$ cat src/sdf_pkg.sv
// Behaviour
// RL1 - word clock is bit clock divided by twenty
// RL2 - word clock held low during power-on reset
// RL3 - fault with valid marks errored frame
// RL4 - fault without valid marks carrier extension
// RL5 - fault and valid pins float during reset
// RL6 - fault pin shows pattern pass when testing
// RL7 - valid spans whole frame, drops after it
// RL8 - signal loss drives valid, fault, data high
// RL9 - power-down valid pin shows signal detector
// RL10 - factory test input stays low outside
// RL11 - transmit word captured on reference rising edge
// RL12 - partner raises valid with first preamble word
// RL13 - partner drops valid after final word
// RL14 - valid with fault sends error propagation
// RL15 - fault without valid sends carrier extension
// RL16 - valid without fault sends payload word
// RL17 - two K23.7 or two K30.7 per word
// RL18 - idle is K28.5 then D5.6 or D16.2
// RL19 - disable powers down, re-enable runs reset
// RL20 - decoder maps code pairs back onto flags
package sdf_pkg;

    // one 18-bit code group before line coding: two control-flagged bytes
    typedef struct packed {
        logic       kHi;   // upper byte is a control code
        logic [7:0] byteHi;
        logic       kLo;   // lower byte is a control code
        logic [7:0] byteLo;
    } sdf_sym_t;

    // operating modes, one-hot
    typedef enum logic [2:0] {
        MODE_PWRDN = 3'b001,
        MODE_POR   = 3'b010,
        MODE_RUN   = 3'b100
    } sdf_mode_t;

    // control and data code values
    localparam logic [7:0] CODE_K28_5 = 8'hBC;
    localparam logic [7:0] CODE_D5_6  = 8'hC5;
    localparam logic [7:0] CODE_D16_2 = 8'h50;
    localparam logic [7:0] CODE_K23_7 = 8'hF7;
    localparam logic [7:0] CODE_K30_7 = 8'hFE;

    // recovered bit ticks per word and half word
    localparam logic [4:0] BITS_PER_WORD = 5'h14;
    localparam logic [4:0] BITS_HALF     = 5'h0A;

    // register offsets (byte addresses)
    localparam logic [11:0] REG_CTRL   = 12'h000;
    localparam logic [11:0] REG_STATUS = 12'h004;
    localparam logic [11:0] REG_ERRCNT = 12'h008;

    // control register fields and reset values
    localparam int          CTRL_SOFT_PD  = 0;
    localparam int          CTRL_FORCE_PT = 1;
    localparam logic [1:0]  CTRL_RESET    = 2'h0;

    // status register fields
    localparam int STAT_MODE_LO = 0;  // three one-hot mode bits
    localparam int STAT_LOSS    = 3;
    localparam int STAT_PASS    = 4;
    localparam int STAT_RXVALID = 5;
    localparam int STAT_RXFAULT = 6;

    // default power-on reset length in clock cycles
    localparam int POR_CYCLES_DEFAULT = 64;

endpackage

$ cat src/sdf_framing_port.sv
// Local design decisions: register access over APB and the placing of the registers.
`timescale 1ns/1ps
module sdf_framing_port #(
    parameter int PorCycles = sdf_pkg::POR_CYCLES_DEFAULT
) (
    // clock and reset
    input  wire logic             sys_clk,
    input  wire logic             arst_n,
    // device pins: enable and test straps
    input  wire logic             deviceEnable,
    input  wire logic             pattern_test_enable,
    input  wire logic             factory_test_enable,
    // transmit side from the protocol device
    input  wire logic             tx_reference_clock,
    input  wire logic [15:0]      txWord,
    input  wire logic             txWordValid,
    input  wire logic             tx_fault_code,
    output logic                  txSymValid,
    output sdf_pkg::sdf_sym_t     txSym,
    // receive side from the aligner and signal detector
    input  wire logic             rxBitTick,
    input  wire sdf_pkg::sdf_sym_t rxSym,
    input  wire logic             signal_loss,
    // receive pins toward the protocol device
    output logic                  rxWordClock,
    output logic [15:0]           rxDataOut,
    output logic                  rxDataOe,
    output logic                  rxFaultOut,
    output logic                  rxFaultOe,
    output logic                  rxValidOut,
    output logic                  rxValidOe,
    // apb slave
    input  wire logic             psel,
    input  wire logic             penable,
    input  wire logic             pwrite,
    input  wire logic [11:0]      paddr,
    input  wire logic [31:0]      pwdata,
    output logic                  pready,
    output logic [31:0]           prdata,
    output logic                  pslverr
);

    // refuse a reset length the counter cannot hold
    if (PorCycles < 1 || PorCycles > 65535)
    begin : g_bad_por
        $error("PorCycles out of range");
    end

    localparam logic [15:0] PorLast = 16'(PorCycles - 1);

    // whole block state
    typedef struct packed {
        sdf_pkg::sdf_mode_t mode;
        logic [15:0]        porCnt;     // power-on reset timer
        logic [4:0]         bitCnt;     // recovered bits within word
        logic               wordClk;    // recovered word clock
        logic               txClkPrev;  // last sampled reference clock
        logic               idleAlt;    // picks second idle character
        logic [6:0]         txPrbs;     // transmit pattern generator
        logic [6:0]         rxPrbs;     // receive pattern predictor
        sdf_pkg::sdf_sym_t  txSym;
        logic               txSymValid;
        logic [15:0]        rxData;
        logic               rxValid;
        logic               rxFault;
        logic               pass;       // pattern check result
        logic               dataOe;
        logic               faultOe;
        logic               validOe;
        logic               faultPin;
        logic               validPin;
        logic [1:0]         ctrl;       // software control bits
        logic [15:0]        errCnt;     // errored words received
        logic               pready;
        logic [31:0]        prdata;
        logic               pslverr;
    } sdf_state_t;

    sdf_state_t st_q;
    sdf_state_t st_d;

    // sixteen steps of the x^7+x^6+1 pattern; returns {next state, word}
    function automatic logic [22:0] prbsWord(input logic [6:0] seed);
        logic [6:0]  s;
        logic [15:0] w;
        logic        nb;
        s = seed;
        w = 16'h0000;
        for (int i = 0; i < 16; i++)
        begin
            nb   = s[6] ^ s[5];
            w[i] = nb;
            s    = {s[5:0], nb};
        end
        return {s, w};
    endfunction

    // next-state logic
    always_comb
    begin
        logic              enabled;
        logic              txEdge;
        logic              patternOn;
        logic              wordDone;
        logic [22:0]       txPat;
        logic [22:0]       rxPat;
        logic [4:0]        nextCnt;
        logic              access;
        sdf_pkg::sdf_sym_t rs;
        enabled   = 1'b0;
        txEdge    = 1'b0;
        patternOn = 1'b0;
        wordDone  = 1'b0;
        txPat     = 23'h00_0000;
        rxPat     = 23'h00_0000;
        nextCnt   = 5'h00;
        access    = 1'b0;
        rs        = rxSym;
        st_d      = st_q;

        enabled   = deviceEnable & ~st_q.ctrl[sdf_pkg::CTRL_SOFT_PD];
        patternOn = pattern_test_enable | st_q.ctrl[sdf_pkg::CTRL_FORCE_PT];
        // factory test input is never acted on
        txEdge    = tx_reference_clock & ~st_q.txClkPrev;
        st_d.txClkPrev = tx_reference_clock;

        // mode sequencing
        unique case (st_q.mode)
            sdf_pkg::MODE_PWRDN:
            begin
                // only the signal detector drives a pin
                if (enabled)
                begin
                    st_d.mode   = sdf_pkg::MODE_POR; // RL19
                    st_d.porCnt = 16'h0000;
                end
            end
            sdf_pkg::MODE_POR:
            begin
                if (!enabled)
                    st_d.mode = sdf_pkg::MODE_PWRDN; // RL19
                else if (st_q.porCnt == PorLast)
                    st_d.mode = sdf_pkg::MODE_RUN;
                else
                    st_d.porCnt = st_q.porCnt + 16'h0001;
            end
            sdf_pkg::MODE_RUN:
            begin
                if (!enabled)
                    st_d.mode = sdf_pkg::MODE_PWRDN; // RL19
            end
            default:
            begin
                // illegal code recovers through power-down
                st_d.mode = sdf_pkg::MODE_PWRDN;
            end
        endcase

        // transmit encoder, one word per reference rising edge
        st_d.txSymValid = 1'b0;
        if (st_q.mode == sdf_pkg::MODE_RUN && txEdge) // RL11
        begin
            st_d.txSymValid = 1'b1;
            if (patternOn)
            begin
                // pattern replaces the partner's data
                txPat       = prbsWord(st_q.txPrbs);
                st_d.txPrbs = txPat[22:16];
                st_d.txSym  = {1'b0, txPat[15:8], 1'b0, txPat[7:0]};
            end
            else if (txWordValid && tx_fault_code)
                // error propagation
                st_d.txSym = {1'b1, sdf_pkg::CODE_K30_7,
                              1'b1, sdf_pkg::CODE_K30_7}; // RL14 RL17
            else if (tx_fault_code)
                // carrier extension
                st_d.txSym = {1'b1, sdf_pkg::CODE_K23_7,
                              1'b1, sdf_pkg::CODE_K23_7}; // RL15 RL17
            else if (txWordValid)
                // payload
                st_d.txSym = {1'b0, txWord[15:8], 1'b0, txWord[7:0]}; // RL16
            else
            begin
                // idle: comma first, then alternating data character
                st_d.txSym   = {st_q.idleAlt ? {1'b0, sdf_pkg::CODE_D16_2}
                                             : {1'b0, sdf_pkg::CODE_D5_6},
                                1'b1, sdf_pkg::CODE_K28_5}; // RL18
                st_d.idleAlt = ~st_q.idleAlt;
            end
        end

        // recovered word clock: low for ten bits, high for ten
        if (st_q.mode == sdf_pkg::MODE_RUN)
        begin
            if (rxBitTick)
            begin
                wordDone = (st_q.bitCnt == sdf_pkg::BITS_PER_WORD - 5'h01);
                nextCnt  = wordDone ? 5'h00 : st_q.bitCnt + 5'h01;
                st_d.bitCnt  = nextCnt;
                st_d.wordClk = (nextCnt >= sdf_pkg::BITS_HALF); // RL1
            end
        end
        else
        begin
            st_d.bitCnt  = 5'h00;
            st_d.wordClk = 1'b0; // RL2
        end

        // decode one word at the falling word clock edge
        if (wordDone)
        begin
            rxPat       = prbsWord(st_q.rxPrbs);
            st_d.pass   = ({rs.byteHi, rs.byteLo} == rxPat[15:0]) & ~rs.kHi & ~rs.kLo;
            st_d.rxPrbs = {<<{rs.byteHi[7:1]}};
            if (signal_loss)
            begin
                // loss of signal report
                st_d.rxValid = 1'b1; // RL8
                st_d.rxFault = 1'b1; // RL8
                st_d.rxData  = 16'hFFFF; // RL8
            end
            else if (!rs.kHi && !rs.kLo)
            begin
                // payload: valid stays high for every word of a frame
                st_d.rxValid = 1'b1; // RL7 RL20
                st_d.rxFault = 1'b0;
                st_d.rxData  = {rs.byteHi, rs.byteLo};
            end
            else if (rs.kHi && rs.kLo && rs.byteHi == sdf_pkg::CODE_K23_7
                     && rs.byteLo == sdf_pkg::CODE_K23_7)
            begin
                // carrier extension
                st_d.rxValid = 1'b0; // RL4 RL20
                st_d.rxFault = 1'b1; // RL4
                st_d.rxData  = {rs.byteHi, rs.byteLo};
            end
            else if (rs.kLo && rs.byteLo == sdf_pkg::CODE_K28_5)
            begin
                // idle ends the frame: valid drops before next rising edge
                st_d.rxValid = 1'b0; // RL7 RL20
                st_d.rxFault = 1'b0;
                st_d.rxData  = {rs.byteHi, rs.byteLo};
            end
            else
            begin
                // error propagation or any unknown control pair
                st_d.rxValid = 1'b1; // RL3 RL20
                st_d.rxFault = 1'b1; // RL3
                st_d.rxData  = {rs.byteHi, rs.byteLo};
                st_d.errCnt  = st_q.errCnt + 16'h0001;
            end
        end

        // pin drive per mode
        unique case (st_q.mode)
            sdf_pkg::MODE_RUN:
            begin
                st_d.dataOe   = 1'b1;
                st_d.faultOe  = 1'b1;
                st_d.validOe  = 1'b1;
                st_d.faultPin = patternOn ? st_d.pass : st_d.rxFault; // RL6
                st_d.validPin = st_d.rxValid;
            end
            sdf_pkg::MODE_PWRDN:
            begin
                st_d.dataOe   = 1'b0;
                st_d.faultOe  = 1'b0;
                st_d.validOe  = 1'b1;
                st_d.faultPin = 1'b0;
                st_d.validPin = ~signal_loss; // RL9
            end
            default:
            begin
                // power-on reset: fault and valid float
                st_d.dataOe   = 1'b0;
                st_d.faultOe  = 1'b0; // RL5
                st_d.validOe  = 1'b0; // RL5
                st_d.faultPin = 1'b0;
                st_d.validPin = 1'b0;
            end
        endcase

        // apb: one wait state, reads decoded at the edge that raises pready, writes done at the completing edge
        access = psel & penable;
        st_d.pready = access & ~st_q.pready;
        if (access && !st_q.pready)
        begin
            st_d.pslverr = 1'b0;
            unique case (paddr)
                sdf_pkg::REG_CTRL:
                    st_d.prdata = {30'h0000_0000, st_q.ctrl};
                sdf_pkg::REG_STATUS:
                    st_d.prdata = {25'h000_0000, st_q.rxFault, st_q.rxValid,
                                   st_q.pass, signal_loss, st_q.mode};
                sdf_pkg::REG_ERRCNT:
                    st_d.prdata = {16'h0000, st_q.errCnt};
                default:
                begin
                    st_d.prdata  = 32'h0000_0000;
                    st_d.pslverr = 1'b1;
                end
            endcase
        end
        else if (!access)
        begin
            st_d.prdata  = 32'h0000_0000;
            st_d.pslverr = 1'b0;
        end
        if (access && st_q.pready && pwrite && paddr == sdf_pkg::REG_CTRL)
            st_d.ctrl = pwdata[1:0];
    end

    // state register
    always_ff @(posedge sys_clk or negedge arst_n)
    begin
        if (!arst_n)
        begin
            st_q        <= '0;
            st_q.mode   <= sdf_pkg::MODE_POR;
            st_q.txPrbs <= 7'h7F;
            st_q.rxPrbs <= 7'h7F;
            st_q.ctrl   <= sdf_pkg::CTRL_RESET;
        end
        else
            st_q <= st_d;
    end

    // outputs straight from the state register
    assign txSym       = st_q.txSym;
    assign txSymValid  = st_q.txSymValid;
    assign rxWordClock = st_q.wordClk;
    assign rxDataOut   = st_q.rxData;
    assign rxDataOe    = st_q.dataOe;
    assign rxFaultOut  = st_q.faultPin;
    assign rxFaultOe   = st_q.faultOe;
    assign rxValidOut  = st_q.validPin;
    assign rxValidOe   = st_q.validOe;
    assign pready      = st_q.pready;
    assign prdata      = st_q.prdata;
    assign pslverr     = st_q.pslverr;

endmodule

$ cat config.mk
export PLATFORM = sky130hd
export DESIGN_NAME = sdf_framing_port
export DESIGN_NICKNAME = d
export VERILOG_FILES = /design/src/sdf_pkg.sv /design/src/sdf_framing_port.sv
export SDC_FILE = /design/constraint.sdc
export NUM_CORES = 1
export LEC_CHECK = 0
export ABC_AREA = 1
export BUFFER_PORTS_ARGS = -buffer_cell sky130_fd_sc_hd__buf_2
export CAP_MARGIN = 20
export CORE_MARGIN = 3
export CORE_UTILIZATION = 55
export DETAILED_ROUTE_END_ITERATION = 6
export GPL_TIMING_DRIVEN = 0
export HOLD_SLACK_MARGIN = 0.1
export PLACE_DENSITY_LB_ADDON = 0.12
export SYNTH_ARGS = -nofsm -noshare
export SYNTH_HDL_FRONTEND = slang
export SYNTH_SLANG_ARGS = --single-unit
export TNS_END_PERCENT = 100
$ cat constraint.sdc
create_clock -name sys_clk -period 2.3 [get_ports sys_clk]
set_input_delay 0.23 -clock sys_clk [delete_from_list [all_inputs] [get_ports sys_clk]]
set_output_delay 0.23 -clock sys_clk [all_outputs]
set_load 0.005 [all_outputs]
==> out/qor.csv <==
stage,metric,value,unit
logic_synthesis,synth_cell_type_count,46,
logic_synthesis,synth_edf_count,0,
routing,viasPerCell,5.174,
power,ir_worst_vdd,0.4749,mV
routing,dr.pass1.iters,6,
routing,initialDrtViolationCount,532,
power,seqPwrFrac,42.0,%
place,hpwl,13.17,mm
logic_synthesis,synthArstFlopShare,100.0,%
logic_synthesis,yosysTopAreaCell,dfrtp_1,
logic_synthesis,synth_seq_cells,119,
clock_network,post_cts_buffers,0,
global_route,gr-usage-all-layers,25.51,%
critical_path,critPathKind,flop to flop,
place,pre_cts_slack,357.7,ps
die,dieHeight,120.1,um
timing,hold_viol,0,
timing,rsz0062_at_grt,no,
routing,drc,0,
routing,num_vias,6648,
global_route,grt_pass1_wl,29.67,mm
timing,clock.fmax,509.2,MHz
clock_network,clk_latency,420,ps
die,die_w,120.1,um
power,p_total,5.016,mW
logic_synthesis,ys_warn_count,0,
die,dieArea,0.01442,mm^2
clock_network,cts_resized,0,
layout,fillers,1122,
routing,drt.antenna.violating_nets,0,
clock_network,cts_max_level,4,
die,ios,166,
critical_path,arrival,2270,ps
critical_path,crit_path_end_kind,flop,
clock_network,cts.reportedPaths.clkPinSlew,60,ps
power,netSwitchingFraction,23.25,%
place,dp_cells,1247,
logic_synthesis,ys_top_cells_by_count,"211 x nand2_1, 129 x inv_1, 104 x dfrtp_1",
layout,fin_cells,1285,
logic_synthesis,synth.top_cells.by_area,"dfrtp_1 36%, nand2_1 11%, buf_4 7.3%",
clock_network,cts_root_buf,clkbuf_16,
critical_path,worst-path-max-fanout,7,
clock_network,ctsLongestPathBuffers,2,
global_route,grt_max_degree,73,
timing,maxSlewHeadroom,63.39,%
timing,setup_slack,335.9,ps
die,fp-row-count,41,
power,comb_power_share,5.3,%
global_route,antenna_found_initial,0,
timing,skew,7.277,ps
global_route,grt-ovfl-total,0,
power,p_leak,4.478,nW
routing,wl_per_cell,13.95,um
global_route,grt_pass1_vias,6119,
timing,worstMarginPinSlew,547.2,ps
min_path,holdCritPathClass,input pin to flop,
power,p_switching,1.166,mW
power,pwr-share-clk,52.8,%
logic_synthesis,ys.flop_type,dfrtp_1,
layout,drive_above_1_share,23.81,%
die,floorplan.initialDensity,56.49,%
routing,totalWireLength,17.93,mm
logic_synthesis,netlist_area,0.007158,mm^2
clock_network,cts_tree,yes,
clock_network,cts_buffers,17,
layout,syn_to_final_growth,21.45,%
place,routabilityCongestion,0.9723,
logic_synthesis,synthCells,942,
power,powerDensity,576.9,mW/mm^2
critical_path,cp-start-kind,flop,
power,p_int,3.849,mW
logic_synthesis,ys_seq_area_share,41.86,%
logic_synthesis,syn_avg_cell_area,7.599,um^2
timing,finalSetupViolations,0,
layout,fin_nets,1195,
timing,finalCriticalPeriod,1964,ps
layout,diodes,0,
timing,drv_slew,0,
die,core-area,0.01267,mm^2
logic_synthesis,synth_top_area_share,36.36,%
place,io_buffers,117,
clock_network,cts_sinks,119,
run,max_cap_viol_count,0,
critical_path,required,2610,ps
logic_synthesis,yosysMostFrequentCell,nand2_1,
timing,fin_crit_sh,85.39,%
run_status,status,completed,
==> critical path, cell delays in order (launching register included) <==
cell and delay, ps:
dfrtp_1 380, nor2_1 430, inv_1 260, nor2_2 330, inv_1 220, nor3_1 170
nor2_1 70
==> final cells by class <==
class                      instances  area (um^2)  share of cell area (%)
multi-input combinational        616         3090                   35.55
sequential                       119         2997                   34.47
timing repair buffer             124        679.4                   7.815
buffer                            88        623.1                   7.168
inverter                         134        504.2                   5.800
clock buffer                      21        460.4                   5.296
tap                              172        215.2                   2.476
clock inverter                    11        123.9                   1.425
==> state kept, by name, summed over array words and instances (netlist names) <==
name	cells
pready	1
prdata	16
rxDataOut	16
st_q	61
txSymValid	1
rxWordClock	1
rxValidOe	1
rxFaultOut	1
pslverr	1
txSym	18
rxDataOe	1
rxValidOut	1
==> metrics by stage <==
step	utilization [%]	setup TNS [ps]	cell area, um^2	hold slack, ps
6_report	68.61	0	8693	125.1
5_1_grt	68.61	0	8693	137.6
4_1_cts	68.61	0	8693	122.5
3_5_place_dp	63.52	0	8049	190.5
3_3_place_gp	63.26	-51220	8015	354.1
2_1_floorplan	-	0	7214	-65.59
==> power groups by stage <==
| stage | Combinational, mW | Sequential (mW) | Clock, mW |
|---|---|---|---|
| floorplan | 0.108 | 2.14 | 0 |
| global placement | 0.249 | 2.14 | 0 |
| detailed placement | 0.255 | 2.14 | 0 |
| CTS | 0.265 | 2.10 | 2.67 |
| global route | 0.298 | 2.10 | 2.77 |
| finish | 0.265 | 2.10 | 2.65 |
==> what timing repair did <==
item / in CTS / in global routing
endpoints found under the setup margin: 0 / 0
endpoints found under the hold margin: 52 / 0
hold buffers: 6 / 0
==> cells by family after synthesis <==
kind of cell / share of synthesized area (%)
DFF: 41.86
other: 0.05239
and+or+nand+nor: 26.48
buffers and inverters: 15.75
AOI/OAI and AO/OA: 10.38
xor gates and xnor gates: 4.772
adders and majority gates: 0.6992
==> worst paths after layout <==
check | start | end | slack [ps] | cells past startpoint
min in group asynchronous | arst_n | rxDataOut[5] | 310 | 2
worst max register to register | st_q[51] | txSym[15] | 340 | 6
worst max-delay path | st_q[51] | txSym[15] | 340 | 6
max in group asynchronous | arst_n | st_q[105] | 1250 | 3
worst min register to register | st_q[109] | st_q[109] | 480 | 1
worst min-delay path | txWord[2] | txSym[2] | 130 | 3
==> cells in the final DEF (no fill, tap or decap), drive strengths merged, types with 15 or more instances in the layout <==
cell type	netlist	routed
nor2	86	86
nand2	213	213
buf	84	202
clkbuf	4	25
inv	132	133
nor3	29	29
xor2	28	28
nand3	62	62
nand4	16	16
o21ai	59	59
a21oi	23	23
conb	1	16
dfrtp	104	104
dfstp	15	15
==> layer usage <==
layer	wire length [um]	part of all wire (%)	up-vias	track usage [%]
met5	0	0	-	0
met4	393	2.2	0	8.590
met3	1137	6.3	40	5.938
met2	8518	48	226	40.96
met1	7883	44	3095	34.18
li1	-	-	3287	-
Power figures use the tool's default switching activity.
